--- src/hw/cg_defines.svh ---
`ifndef CG_DEFINES_SVH
`define CG_DEFINES_SVH

// group shape
`define CG_NUM_CELLS   10
`define CG_CTRL_CELL   0
`define CG_FIRST_CHAIN 1
`define CG_LAST_CELL   9
`define CG_LUT_IN      4
`define CG_LUT_W       16

// clock and clear source vector
`define CG_NUM_GLB     4
`define CG_NUM_PIN     4
`define CG_NUM_SRC     32
`define CG_SRC_W       5
`define CG_SRC_PAD     14

// input positions inside a cell
`define CG_OPA_IN      0
`define CG_OPB_IN      1
`define CG_KR_IN       2
`define CG_LDVAL_IN    3
`define CG_SCLR_IN     0
`define CG_SLOAD_IN    1

// reset and chain idle values
`define CG_Q_RST       1'h0
`define CG_CARRY_IDLE  1'h0
`define CG_AND_IDLE    1'h1
`define CG_OR_IDLE     1'h0

`endif

--- src/hw/cg_pkg.sv ---
package cg_pkg;

	typedef enum logic [1:0] {
		CG_FF_D  = 2'h0,
		CG_FF_T  = 2'h1,
		CG_FF_JK = 2'h2,
		CG_FF_SR = 2'h3
	} cg_ff_mode_e;

	typedef enum logic [1:0] {
		CG_CASC_NONE = 2'h0,
		CG_CASC_AND  = 2'h1,
		CG_CASC_OR   = 2'h2
	} cg_casc_e;

endpackage : cg_pkg

--- src/hw/cg_src_sel.sv ---
`timescale 1ns/1ps
`include "cg_defines.svh"

module cg_src_sel (
	// source lines
	input  wire logic [`CG_NUM_SRC-1:0] src,
	// selection
	input  wire logic [`CG_SRC_W-1:0]   sel,
	// chosen line
	output logic                        line
);

	always_comb begin
		line = src[sel];
	end

endmodule : cg_src_sel

--- src/hw/cg_cell.sv ---
`timescale 1ns/1ps
`include "cg_defines.svh"

module cg_cell (
	// clock and reset
	input  wire logic                  sys_clk,
	input  wire logic                  rst_b,
	// configuration
	input  wire logic [`CG_LUT_W-1:0]  lut_mask,
	input  wire cg_pkg::cg_ff_mode_e   ff_mode,
	input  wire cg_pkg::cg_casc_e      casc_mode,
	input  wire logic                  arith,
	input  wire logic                  bypass,
	// data and chains
	input  wire logic [`CG_LUT_IN-1:0] data,
	input  wire logic                  carry_in,
	input  wire logic                  casc_in,
	// control
	input  wire logic                  clk_src,
	input  wire logic                  clr_src,
	input  wire logic                  grp_sclr,
	input  wire logic                  grp_sload,
	// outputs
	output logic                       carry_out,
	output logic                       casc_out,
	output logic                       q,
	output logic                       local_out,
	output logic                       row_out
);

	logic sum;
	logic f;
	logic nxt;
	logic edge_hit;
	logic q_q;
	logic q_d;
	logic prev_q;
	logic prev_d;

	// lookup table, sum and carry halves in arithmetic use
	always_comb begin
		if (arith) begin
			sum       = lut_mask[{1'h0, carry_in, data[`CG_OPB_IN], data[`CG_OPA_IN]}];
			carry_out = lut_mask[{1'h1, carry_in, data[`CG_OPB_IN], data[`CG_OPA_IN]}];
		end else begin
			sum       = lut_mask[data];
			carry_out = carry_in;
		end
		case (casc_mode)
			cg_pkg::CG_CASC_AND: f = sum & casc_in;
			cg_pkg::CG_CASC_OR:  f = ~(~sum & ~casc_in);
			default:             f = sum;
		endcase
		casc_out = f;
	end

	// storage behaviour
	always_comb begin
		edge_hit = clk_src & ~prev_q;
		prev_d   = clk_src;
		case (ff_mode)
			cg_pkg::CG_FF_T:  nxt = q_q ^ f;
			cg_pkg::CG_FF_JK: nxt = (f & ~q_q) | (~data[`CG_KR_IN] & q_q);
			cg_pkg::CG_FF_SR: nxt = ~data[`CG_KR_IN] & (f | q_q);
			default:          nxt = f;
		endcase
		if (clr_src) begin
			q_d = `CG_Q_RST;
		end else if (edge_hit) begin
			if (grp_sclr) begin
				q_d = `CG_Q_RST;
			end else if (grp_sload) begin
				q_d = data[`CG_LDVAL_IN];
			end else begin
				q_d = nxt;
			end
		end else begin
			q_d = q_q;
		end
		q         = q_q;
		local_out = bypass ? f : (clr_src ? `CG_Q_RST : q_q);
		row_out   = local_out;
	end

	always_ff @(posedge sys_clk) begin
		if (!rst_b) begin
			q_q    <= `CG_Q_RST;
			prev_q <= 1'h0;
		end else begin
			q_q    <= q_d;
			prev_q <= prev_d;
		end
	end
endmodule : cg_cell

--- src/hw/cg_group.sv ---
`timescale 1ns/1ps
`include "cg_defines.svh"

// Summary of operation
// - each cell has a four-input table, one register, carry and cascade paths.
// - a group holds exactly ten cells sharing control and local routing.
// - each register acts as D, T, JK or SR storage per cell.
// - register clock and clear come from globals, pins or internal logic.
// - combinational cells bypass the register; table result drives outputs.
// - each cell output drives local and row/column routing together.
// - carry and cascade link cells two to ten and neighbouring groups.
// - incoming carry feeds the table and the next carry stage.
// - the first cell is kept out of the chains for control use.
// - first cell inputs produce group synchronous clear and load enable.
// - group synchronous clear and load act on every register.
// - arithmetic: one table half makes sum, the other makes carry.
// - cascade joins neighbours by AND, or OR through inversion.

module cg_group (
	// clock and reset
	input  wire logic                  sys_clk,
	input  wire logic                  rst_b,
	// global lines and pins
	input  wire logic [`CG_NUM_GLB-1:0] glb_line,
	input  wire logic [`CG_NUM_PIN-1:0] pin_in,
	// per cell configuration
	input  wire logic [`CG_LUT_W-1:0]  lut_mask  [`CG_NUM_CELLS],
	input  wire cg_pkg::cg_ff_mode_e   ff_mode   [`CG_NUM_CELLS],
	input  wire logic [`CG_NUM_CELLS-1:0] arith,
	input  wire logic [`CG_NUM_CELLS-1:0] bypass,
	input  wire logic [`CG_SRC_W-1:0]  clk_sel   [`CG_NUM_CELLS],
	input  wire logic [`CG_SRC_W-1:0]  clr_sel   [`CG_NUM_CELLS],
	// group configuration
	input  wire cg_pkg::cg_casc_e      casc_mode,
	input  wire logic                  sclr_en,
	input  wire logic                  sload_en,
	// cell inputs
	input  wire logic [`CG_LUT_IN-1:0] cell_data [`CG_NUM_CELLS],
	// chains from the lower neighbour
	input  wire logic                  carry_in,
	input  wire logic                  casc_in,
	// chains to the higher neighbour
	output logic                       carry_out,
	output logic                       casc_out,
	// group control
	output logic                       grp_sclr,
	output logic                       grp_sload,
	// cell outputs
	output logic [`CG_NUM_CELLS-1:0]   local_out,
	output logic [`CG_NUM_CELLS-1:0]   row_out,
	output logic [`CG_NUM_CELLS-1:0]   cell_q
);

	logic [`CG_NUM_SRC-1:0]   src_vec;
	logic [`CG_NUM_CELLS-1:0] reg_q;
	logic [`CG_NUM_CELLS-1:0] clk_line;
	logic [`CG_NUM_CELLS-1:0] clr_line;
	logic [`CG_NUM_CELLS-1:0] carry_i;
	logic [`CG_NUM_CELLS-1:0] carry_o;
	logic [`CG_NUM_CELLS-1:0] casc_i;
	logic [`CG_NUM_CELLS-1:0] casc_o;
	cg_pkg::cg_casc_e         cell_casc [`CG_NUM_CELLS];
	logic                     casc_idle;

	// sources: globals, pins, then raw registers; raw keeps the clear gate out of a loop
	always_comb begin
		src_vec = {{`CG_SRC_PAD{1'h0}}, reg_q, pin_in, glb_line};
		cell_q  = reg_q & ~clr_line;
	end

	// group control from the first cell's inputs
	always_comb begin
		grp_sclr  = sclr_en & cell_data[`CG_CTRL_CELL][`CG_SCLR_IN];
		grp_sload = sload_en & cell_data[`CG_CTRL_CELL][`CG_SLOAD_IN];
	end

	// chain wiring; first cell sees idle values and no cascade
	always_comb begin
		casc_idle = (casc_mode == cg_pkg::CG_CASC_AND) ? `CG_AND_IDLE : `CG_OR_IDLE;
		for (int i = 0; i < `CG_NUM_CELLS; i++) begin
			if (i == `CG_CTRL_CELL) begin
				carry_i[i]   = `CG_CARRY_IDLE;
				casc_i[i]    = casc_idle;
				cell_casc[i] = cg_pkg::CG_CASC_NONE;
			end else if (i == `CG_FIRST_CHAIN) begin
				carry_i[i]   = carry_in;
				casc_i[i]    = casc_in;
				cell_casc[i] = casc_mode;
			end else begin
				carry_i[i]   = carry_o[i-1];
				casc_i[i]    = casc_o[i-1];
				cell_casc[i] = casc_mode;
			end
		end
		carry_out = carry_o[`CG_LAST_CELL];
		casc_out  = casc_o[`CG_LAST_CELL];
	end

	// ten cells, each with its own clock and clear pick
	for (genvar g = 0; g < `CG_NUM_CELLS; g++) begin : g_cell
		cg_src_sel u_clk_sel (
			.src  (src_vec),
			.sel  (clk_sel[g]),
			.line (clk_line[g])
		);

		cg_src_sel u_clr_sel (
			.src  (src_vec),
			.sel  (clr_sel[g]),
			.line (clr_line[g])
		);

		cg_cell u_cell (
			.sys_clk   (sys_clk),
			.rst_b     (rst_b),
			.lut_mask  (lut_mask[g]),
			.ff_mode   (ff_mode[g]),
			.casc_mode (cell_casc[g]),
			.arith     (arith[g]),
			.bypass    (bypass[g]),
			.data      (cell_data[g]),
			.carry_in  (carry_i[g]),
			.casc_in   (casc_i[g]),
			.clk_src   (clk_line[g]),
			.clr_src   (clr_line[g]),
			.grp_sclr  (grp_sclr),
			.grp_sload (grp_sload),
			.carry_out (carry_o[g]),
			.casc_out  (casc_o[g]),
			.q         (reg_q[g]),
			.local_out (local_out[g]),
			.row_out   (row_out[g])
		);
	end

	logic                     all_low;
	logic [`CG_NUM_CELLS-1:0] ld_val;
	always_comb begin
		all_low = (cell_q == '0);
		for (int i = 0; i < `CG_NUM_CELLS; i++) begin
			ld_val[i] = cell_data[i][`CG_LDVAL_IN];
		end
	end
endmodule : cg_group

--- config.mk ---
export PLATFORM = sky130hd
export DESIGN_NAME = cg_group
export DESIGN_NICKNAME = d
export VERILOG_FILES = /design/src/hw/cg_pkg.sv /design/src/hw/cg_src_sel.sv /design/src/hw/cg_cell.sv /design/src/hw/cg_group.sv
export VERILOG_INCLUDE_DIRS = /design/src /design/src/hw
export SDC_FILE = /design/constraint.sdc
export NUM_CORES = 1
export LEC_CHECK = 0
export ABC_AREA = 1
export BUFFER_PORTS_ARGS = -buffer_cell sky130_fd_sc_hd__buf_2
export CAP_MARGIN = 10
export CORE_ASPECT_RATIO = 0.75
export CORE_MARGIN = 2
export CORE_UTILIZATION = 40
export CTS_BUF_LIST = sky130_fd_sc_hd__clkbuf_8
export CTS_CLUSTER_SIZE = 30
export DETAILED_ROUTE_END_ITERATION = 8
export GPL_TIMING_DRIVEN = 0
export PLACE_DENSITY_LB_ADDON = 0.2
export SLEW_MARGIN = 20
export SYNTH_ARGS = -nofsm -noshare
export SYNTH_HDL_FRONTEND = slang
export SYNTH_HIERARCHICAL = 1
export SYNTH_SLANG_ARGS = --single-unit
--- constraint.sdc ---
create_clock -name sys_clk -period 10.5 [get_ports sys_clk]
set_clock_uncertainty 0.1 [all_clocks]
set_input_delay 2.1 -clock sys_clk [delete_from_list [all_inputs] [get_ports sys_clk]]
set_output_delay 2.1 -clock sys_clk [all_outputs]
set_load 0.01 [all_outputs]
Word-level counts from Yosys, hierarchy flattened
Cells that the tools add are included. Widths: inputs -> output; s select.

Bits in registers: 20. Output and inout bits: 34. Logic and storage cells: 437. Input bits: 356.

$lt $le $gt $ge: 49. Muxes and demuxes: 176. Eq/ne operators: 32. Bitwise logic cells: 150. Reduce and logical (&&, ||, !) cells: 10.

Operator list (count): $lt 5x6->1 const B (20); $mux 1 (108); $bmux 1 s5 (20); $lt 4x5->1 const B (19); $and 1x1->1 (60); $not 1->1 (58); $bmux 1 s3 (18); $lt 3x5->1 const B (9); $eq 2x2->1 const B (21); $bmux 1 s4 (10); $pmux 1 s3 (10); $eq 2x1->1 const B (11); $or 1x1->1 (20); $reduce_or 2->1 (10); $pmux 1 s2 (9); $and 10x10->10 (1); $not 10->10 (1); $xor 1x1->1 (10); $lt 2x5->1 const B (1); $bmux 1 s2 (1).

Logic depth before layout (Yosys ltp)
Gate-level depths: netlist (run 1).

Depth in word-level cells: 44. Mapped depth: 52. Depth with buffers taken out: 51.

Hierarchy
The synthesis (run 1) kept the hierarchy.

Modules (own cells, without submodules): cg_src_sel (area an instance 375.4 um^2, times used 20, seq. area each 0.0 um^2, cells an instance 78); cg_cell (area an instance 479.2 um^2, times used 10, seq. area each 40.0 um^2, cells an instance 89); cg_group (area an instance 128.9 um^2, times used 1, seq. area each 0.0 um^2, cells an instance 27).

Worst setup path after synthesis (run 1)
No wires, ideal clock.

Kind: input -> output. From: input cell_data[32] in the netlist's numbering. To: output row_out[9]. Arrival time: 6408 ps. Buffers on the path: 2. Path slack: 1892 ps. Stages on the path: 39. Required time: 8300 ps. Cell sequence: buf_6 inv_8 nand2_1 nand3_1 nand2_1 nand2_1 nand3_1 nand2_1 nand2_1 nand2_1 nand2_1 nand2_2 a211o_1 nand2_1 nand2_2 a211o_1 nand2_1 nand2_2 (+3 left out) a211o_1 nand2_1 nand2_2 a211o_1 nand2_1 nand2_2 a211o_1 nand2_1 nand2_2 a211o_1 nand2_1 nand2_2 a211o_1 nand2_1 nand2_2 nand2_1 o31ai_1 buf_4.

Word-level cells in the longest chain between the ends: 40. Elaborated cells between the ends (all ways): 107. Classes of those cells: mux (63); bitwise (44).

Ends and longest elaborated chain: start, declared (line cg_group.sv:38) `` input wire logic [`CG_LUT_IN-1:0] cell_data [`CG_NUM_CELLS], ``; $bmux 1 s4 or $bmux 1 s3 (tied branches) (line cg_cell.sv:46, cg_cell.sv:43); $mux 1 (on tied branches) (line cg_cell.sv:46, cg_cell.sv:43); $mux 1 * (line cg_cell.sv:42) `if (arith) begin`; $not 1->1 (line cg_cell.sv:51) `cg_pkg::CG_CASC_OR: f = ~(~sum & ~casc_in);`; $and 1x1->1 (line cg_cell.sv:51); $not 1->1 (line cg_cell.sv:51); $pmux 1 s2 * (line cg_cell.sv:49) `case (casc_mode)`; named net casc_i[2] (line cg_group.sv:60) `` logic [`CG_NUM_CELLS-1:0] casc_i; ``; (+4 left out); named net casc_i[3] (line cg_group.sv:60); (+4 left out); named net casc_i[4] (line cg_group.sv:60); (+4 left out); named net casc_i[5] (line cg_group.sv:60); (+4 left out); named net casc_i[6] (line cg_group.sv:60); (+4 left out); named net casc_i[7] (line cg_group.sv:60); (+4 left out); named net casc_i[8] (line cg_group.sv:60); (+3 left out); $pmux 1 s2 * (line cg_cell.sv:49); named net casc_i[9] (line cg_group.sv:60); $not 1->1 (line cg_cell.sv:51); $and 1x1->1 (line cg_cell.sv:51); $not 1->1 (line cg_cell.sv:51); $pmux 1 s2 * (line cg_cell.sv:49); named net casc_out (line cg_group.sv:44) `output logic casc_out,`; $mux 1 * (line cg_cell.sv:81) `` local_out = bypass ? f : (clr_src ? `CG_Q_RST : q_q); ``; end, declared (line cg_group.sv:50) `` output logic [`CG_NUM_CELLS-1:0] row_out, ``.

The timed path passes the listed nets; every way through them passes the cells marked *. The select of a mux whose other input is x is not followed.

Worst setup path after layout (run 1)
From: input casc_mode[0]. To: output row_out[9].

Word-level cells in the longest chain between the ends: 35. Elaborated cells between the ends (all ways): 44. Classes of those cells: eq/ne (2); mux (10); bitwise (32).

Ends and longest elaborated chain: start, declared (line cg_group.sv:34) `input wire cg_pkg::cg_casc_e casc_mode,`; $eq 2x2->1 or $eq 2x1->1 (tied branches) (line cg_cell.sv:49); $pmux 1 s2 * (line cg_cell.sv:49); named net casc_i[2] (line cg_group.sv:60); $not 1->1 (line cg_cell.sv:51); $and 1x1->1 (line cg_cell.sv:51); $not 1->1 (line cg_cell.sv:51); $pmux 1 s2 * (line cg_cell.sv:49); named net casc_i[3] (line cg_group.sv:60); (+4 left out); named net casc_i[4] (line cg_group.sv:60); (+4 left out); named net casc_i[5] (line cg_group.sv:60); (+4 left out); named net casc_i[6] (line cg_group.sv:60); (+4 left out); named net casc_i[7] (line cg_group.sv:60); (+4 left out); named net casc_i[8] (line cg_group.sv:60); (+2 left out); $not 1->1 (line cg_cell.sv:51); $pmux 1 s2 * (line cg_cell.sv:49); named net casc_i[9] (line cg_group.sv:60); $not 1->1 (line cg_cell.sv:51); $and 1x1->1 (line cg_cell.sv:51); $not 1->1 (line cg_cell.sv:51); $pmux 1 s2 * (line cg_cell.sv:49); $mux 1 * (line cg_cell.sv:81).

The timed path passes the listed nets; every way through them passes the cells marked *.

==> impl_metrics.env, run 1 <==
export IMPL_cts_tree="built"
export IMPL_critPathLaunch="casc_mode[0]"
export IMPL_r2r_end="g_cell[3].u_cell/q"
export IMPL_vias=17128
export IMPL_critPathSlowestCell="buf_2"
export IMPL_drv_cap=0
export IMPL_core_area_um2=30300
export IMPL_worst_path_buf_inv=4
export IMPL_die_area_um2=32500
export IMPL_wl_per_cell_um=13.8
export IMPL_p_int_w=0.000390
export IMPL_stdcell_count=3519
export IMPL_slowest_delay_ns=0.38
export IMPL_status="finished clean"
export IMPL_rsz0062_at_grt="no"
export IMPL_track_usage_pct=28.4
export IMPL_first_iter_violations=1386
export IMPL_timing_final_crit_share_pct=91.0
export IMPL_clock_power_share_pct=10.0
export IMPL_swShare_pct=53.6
export IMPL_utilization_pct=52.4
export IMPL_hold_path_class="flip-flop to flip-flop"
export IMPL_pwr_share_seq_pct=11.8
export IMPL_dpl_hpwl_um=37300
export IMPL_cp_common_cell="nand2_1"
export IMPL_grt_pass1_vias=15216
export IMPL_cts_inserted_buffers=3
export IMPL_crit_end="row_out[9]"
export IMPL_postCtsSetupRepairBufs=0
export IMPL_top_usage_layer="met2"
export IMPL_gr_total_overflow=0
export IMPL_ios=390
export IMPL_drc_errors=0
export IMPL_yosysWarningCount=6
export IMPL_p_comb_share_pct=78.1
export IMPL_finalPower_w=0.000839
export IMPL_grt_max_degree=25
export IMPL_worst_ep_required_time_ns=8.30
export IMPL_antenna_found_initial=15
export IMPL_layout_min_cycle_time_ns=9.55
export IMPL_r2r_start="g_cell[9].u_cell/q"
export IMPL_drive_gt1_share_pct=23.2
export IMPL_final_cell_mix="nand2_1 (1,081), nand3_1 (629), buf_2 (360)"
export IMPL_cts_buffer_depth=2
export IMPL_crit_type="primary input to primary output"
export IMPL_leakagePower_nw=9.30
export IMPL_maxSlewViolCount=0
export IMPL_post_cts_resized=0
export IMPL_use_met3_pct=4.56
export IMPL_cp_arrival_ns=7.35
export IMPL_port_buffers=340
export IMPL_finalSetupViolCount=0
export IMPL_fmax_mhz=105
export IMPL_p_sw_w=0.000450
export IMPL_ant_nets=0
export IMPL_vias_per_cell=4.87
export IMPL_met2_usage_pct=48.9
export IMPL_grt_first_pass_wirelength_um=76200
export IMPL_final_common_cell="nand2_1"
export IMPL_syn_to_final_growth_pct=28.2
export IMPL_start_kind="primary input"
export IMPL_start_util_pct=40.9
export IMPL_synth_area_per_cell_um2=5.02
export IMPL_dieHeight_um=157
export IMPL_ir_worst_vdd_mv=0.0366
export IMPL_clock_sinks=20
export IMPL_rrSetupSlack_ns=7.92
export IMPL_finalNetCount=3494
export IMPL_crit_fanout=19
export IMPL_critical_path_depth=34
export IMPL_gp_congestion=0.950
export IMPL_first_pass_iters=5
export IMPL_slew_headroom_pct=42.9
export IMPL_nFillCells=3276
export IMPL_wl_um=48500
export IMPL_cts_hold_buf=0
export IMPL_critPathCaptureType="primary output"
export IMPL_h_tree_depth=1
export IMPL_path_delay_family="compound AO/OA/AOI/OAI gates"
export IMPL_hold_viol=0
export IMPL_grt_util_met1_pct=36.4
export IMPL_die_x_um=207
export IMPL_cts_root_buf="clkbuf_8"
export IMPL_path_clk_slew_ns=0.10
export IMPL_floorplan_rows=55
export IMPL_clkLatencyLatePin_ns=0.28
export IMPL_r2r_worst_path_cells=12
export IMPL_tightest_slew_ns=0.856
export IMPL_pwr_density_cell_nw_per_um2=52.7
export IMPL_setup_tns_ns=0
export IMPL_placed_cells=3502
export IMPL_synthCells=2473
export IMPL_synth_area_um2=12400
## layer usage
metal  part of all wire [%]  vias to the layer above
met5                  0.083                        -
met1                     43                     7497
met2                     46                      653
met3                    8.3                       97
li1                       -                     8875
met4                    2.6                        6
## sequential cells by signal, summed over array words and instances (netlist names)
name,flops
g_cell.u_cell/prev_q,10
g_cell.u_cell/q,10
## worst reg2reg max path: cells and delay by family (launching register included)
kind	cells	cell delay (ns)
compound gates	2	0.56
flops	1	0.89
buf+inv	1	0.10
simple gates	9	0.87
## worst min path at each step
stage	startpoint	to	slack (ns)	cells after the start
after floorplan	g_cell[0].u_cell/prev_q	g_cell[0].u_cell/q	0.41	3
after global placement	g_cell[0].u_cell/prev_q	g_cell[0].u_cell/q	0.42	3
after detailed placement	g_cell[6].u_cell/prev_q	g_cell[6].u_cell/q	0.43	3
after CTS	g_cell[6].u_cell/prev_q	g_cell[6].u_cell/q	0.44	3
after global routing	g_cell[2].u_cell/prev_q	g_cell[2].u_cell/q	0.47	3
final	g_cell[6].u_cell/prev_q	g_cell[6].u_cell/q	0.44	3
## area by class of cell
| class | count | area (µm²) | share of cell area (%) |
|---|---|---|---|
| well taps | 399 | 499 | 3.14 |
| diodes | 13 | 32.5 | 0.204 |
| multi-input cells | 2346 | 10700 | 67.1 |
| inverters | 292 | 1270 | 7.99 |
| repair buffers | 345 | 1820 | 11.4 |
| plain buffers | 100 | 1140 | 7.16 |
| clock buffers | 3 | 41.3 | 0.259 |
| flip-flops and latches | 20 | 413 | 2.59 |
| clock inverters | 1 | 30.0 | 0.189 |
## power groups by stage
stage               clock (W)  sequential [W]  combinational [W]
floorplan                   0       0.0000941           0.000438
global placement            0        0.000108           0.000614
detailed placement          0        0.000100           0.000644
CTS                 0.0000873       0.0000984           0.000646
global route        0.0000884       0.0000992           0.000741
finish              0.0000843       0.0000994           0.000656
## per-stage QoR
step | setup slack, ns | cell area, µm² | hold WS, ns
5_1_grt | 0.570 | 15900 | 0.473
2_1_floorplan | 1.89 | 13500 | 0.409
6_report | 0.949 | 15900 | 0.439
4_1_cts | 0.981 | 15900 | 0.442
3_5_place_dp | 1.00 | 15800 | 0.427
3_3_place_gp | 1.12 | 15700 | 0.416
Note: power is estimated with default switching activity, not from simulation.
==> inputs of run 2 (changes only) <==
--- a/config.mk
+++ b/config.mk
@@ -9,16 +9,14 @@
 export ABC_AREA = 1
 export BUFFER_PORTS_ARGS = -buffer_cell sky130_fd_sc_hd__buf_2
 export CAP_MARGIN = 10
-export CORE_ASPECT_RATIO = 0.75
-export CORE_MARGIN = 2
-export CORE_UTILIZATION = 40
+export CORE_AREA = 2 2 151 153
 export CTS_BUF_LIST = sky130_fd_sc_hd__clkbuf_8
 export CTS_CLUSTER_SIZE = 30
 export DETAILED_ROUTE_END_ITERATION = 8
+export DIE_AREA = 0 0 153 155
 export GPL_TIMING_DRIVEN = 0
-export PLACE_DENSITY_LB_ADDON = 0.2
+export PLACE_DENSITY = 0.68
 export SLEW_MARGIN = 20
 export SYNTH_ARGS = -nofsm -noshare
 export SYNTH_HDL_FRONTEND = slang
-export SYNTH_HIERARCHICAL = 1
 export SYNTH_SLANG_ARGS = --single-unit
==> run 2 against run 1 <==
Compared with the run above:
- sequential share of layout area is 1.6 points higher
- final cell count is 42% lower
- combinational power is 31% lower
- clock power is 31% lower
- design area is 40% lower
- area after synthesis is 41% lower
- fmax is 18% higher
- worst setup slack better by 1.5 ns
- hold slack better by 0.038 ns
- register-to-register slack worse by 0.81 ns
- critical endpoint unchanged
- highest routed layer unchanged
==> impl_metrics.env, run 2 <==
export IMPL_first_pass_iters=5
export IMPL_muxShareOfSynthArea_pct=0.138
export IMPL_layout_min_cycle_time_ns=8.10
export IMPL_dpl_hpwl_um=27900
export IMPL_ys_flop_type="dfxtp_1"
export IMPL_crit_end="row_out[9]"
export IMPL_fmax_mhz=123
export IMPL_vias_per_cell=5.54
export IMPL_synthCells=1389
export IMPL_slowest_delay_ns=0.36
export IMPL_cp_arrival_ns=5.90
export IMPL_setup_tns_ns=0
export IMPL_grt_pass1_vias=10236
export IMPL_synth_compound_gate_area_share_pct=48.1
export IMPL_h_tree_depth=1
export IMPL_track_usage_pct=27.1
export IMPL_dp_slack_ns=2.43
export IMPL_drv_cap=0
export IMPL_gp_congestion=0.944
export IMPL_ant_nets=0
export IMPL_gr_total_overflow=0
export IMPL_synth_area_per_cell_um2=5.23
export IMPL_synth_top_area_cell="o21ai_0"
export IMPL_worst_ep_required_time_ns=8.30
export IMPL_wl_um=34400
export IMPL_cp_common_cell="nand2_1"
export IMPL_final_common_cell="buf_2"
export IMPL_cts_tree="built"
export IMPL_r2r_start="g_cell[6].u_cell.q"
export IMPL_synth_seq_cells=20
export IMPL_die_x_um=153
export IMPL_start_kind="primary input"
export IMPL_status="finished clean"
export IMPL_synthTopCellsByCount="o21ai_0 (265), nand2_1 (255), a21oi_1 (176), inv_1 (137), nor2_1 (136)"
export IMPL_syn_to_final_growth_pct=31.0
export IMPL_crit_type="primary input to primary output"
export IMPL_postCtsSetupRepairBufs=0
export IMPL_synthXorXnorAreaFrac_pct=0
export IMPL_synth_top_family_by_area="compound AO/OA/AOI/OAI gates"
export IMPL_critPathLaunch="casc_mode[0]"
export IMPL_floorplan_rows=55
export IMPL_fin_ws_ns=2.40
export IMPL_final_cell_mix="buf_2 (370), o21ai_0 (265), nand2_1 (255)"
export IMPL_rsz0062_at_grt="no"
export IMPL_leakagePower_nw=4.69
export IMPL_finalNetCount=2129
export IMPL_drc_errors=0
export IMPL_multi_input_area_um2=5840
export IMPL_yosysWarningCount=0
export IMPL_crit_fanout=7
export IMPL_synth_area_leaders="o21ai_0 (18%), nand2_1 (13%), a21oi_1 (12%)"
export IMPL_finalPower_w=0.000596
export IMPL_pwr_density_cell_nw_per_um2=62.6
export IMPL_cts_inserted_buffers=3
export IMPL_tightest_slew_ns=0.974
export IMPL_slew_headroom_pct=34.8
export IMPL_finalSetupViolCount=0
export IMPL_yosysSeqAreaShare_pct=5.51
export IMPL_cts_buffer_depth=2
export IMPL_grt_max_degree=12
export IMPL_grt_first_pass_wirelength_um=52500
export IMPL_maxSlewViolCount=0
export IMPL_ir_worst_vdd_mv=0.0389
export IMPL_yosysMostFrequentCell="o21ai_0"
export IMPL_synth_nets=1757
export IMPL_clock_sinks=20
export IMPL_antenna_found_initial=3
export IMPL_r2r_worst_path_cells=9
export IMPL_timing_final_crit_share_pct=77.1
export IMPL_nFillCells=2507
export IMPL_ff_latch_area_um2=400
export IMPL_port_buffers=367
export IMPL_utilization_pct=42.8
export IMPL_ios=390
export IMPL_drive_gt1_share_pct=25.9
export IMPL_hold_viol=0
export IMPL_start_util_pct=32.7
export IMPL_use_met3_pct=4.12
export IMPL_synthAdderAreaFrac_pct=2.07
export IMPL_critPathSlowestCell="ha_1"
export IMPL_clkLatencyLatePin_ns=0.26
export IMPL_met2_usage_pct=48.2
export IMPL_path_clk_slew_ns=0.08
export IMPL_r2r_end="g_cell[4].u_cell.q"
export IMPL_synth_async_sr_flop_share_pct=0
export IMPL_dieHeight_um=155
export IMPL_critPathCaptureType="primary output"
export IMPL_hold_path_class="flip-flop to flip-flop"
export IMPL_rrSetupSlack_ns=7.11
export IMPL_post_cts_resized=0
export IMPL_synth_top_cell_area_share_pct=18.2
export IMPL_cts_hold_buf=0
export IMPL_core_area_um2=22200
export IMPL_yosysUniqueCellTypes=46
export IMPL_wl_per_cell_um=16.8
export IMPL_top_usage_layer="met2"
export IMPL_cts_root_buf="clkbuf_8"
export IMPL_holdWs_ns=0.476
export IMPL_die_area_um2=23700
export IMPL_synth_simple_area_share_pct=30.1
export IMPL_first_iter_violations=1112
export IMPL_synth_edf_count=0
export IMPL_grt_util_met1_pct=34.5
export IMPL_vias=11340
export IMPL_synth_area_um2=7270
==> run 2: kinds of logic (layout without fill, tap and decap cells) <==
logic type               count (synthesis)  in the layout
buffers and inverters                  247            618
AO/OA/AOI/OAI                          600            600
multiplexers                             1              1
other                                    0              1
adder cells (fa/ha/maj)                 12             12
flip-flops                              20             20
AND/OR/NAND/NOR                        509            509
==> run 2: worst min path at each step <==
stage                                        from                 end  depth (start not counted)
after floorplan           g_cell[8].u_cell.prev_q  g_cell[8].u_cell.q                          4
after global placement    g_cell[3].u_cell.prev_q  g_cell[3].u_cell.q                          3
after detailed placement  g_cell[4].u_cell.prev_q  g_cell[4].u_cell.q                          3
after CTS                 g_cell[3].u_cell.prev_q  g_cell[3].u_cell.q                          3
after global routing      g_cell[3].u_cell.prev_q  g_cell[3].u_cell.q                          3
final                     g_cell[3].u_cell.prev_q  g_cell[3].u_cell.q                          3
==> run 2: final cells by class <==
type	instances	area share (%)
Multi-Input combinational cell	1122	61.4
Timing Repair Buffer	367	19.3
Inverter	153	6.11
Buffer	94	4.65
Sequential cell	20	4.21
Tap cell	285	3.75
Clock buffer	4	0.578
Antenna cell	1	0.0263
==> run 2: where the power goes <==
part / switching (W) / total [W] / internal (W)
Combinational: 0.000278 / 0.000455 / 0.000177
Sequential: 0.00000266 / 0.0000829 / 0.0000803
Clock: 0.0000249 / 0.0000582 / 0.0000333
Total: 0.000305 / 0.000596 / 0.000290
==> run 2: metal layers <==
layer	vias to the layer above	part of all wire, %
met5	-	0.038
met4	2	2.4
met3	70	10
met2	647	47
met1	5029	40
li1	5592	-
==> run 2: through the flow <==
stage                     std cells  area (µm²)
after global placement         2041        9460
after floorplan                1389        7270
final                          2046        9520
after global routing           2045        9520
after CTS                      2045        9520
after detailed placement       2041        9460
==> run 2: critical path, delay by kind of cell <==
kind | cells | cell delay [ns]
and+or+nand+nor | 35 | 2.76
buffers and inverters | 5 | 0.50
adders and majority gates | 1 | 0.36
AOI/OAI and AO/OA | 1 | 0.16
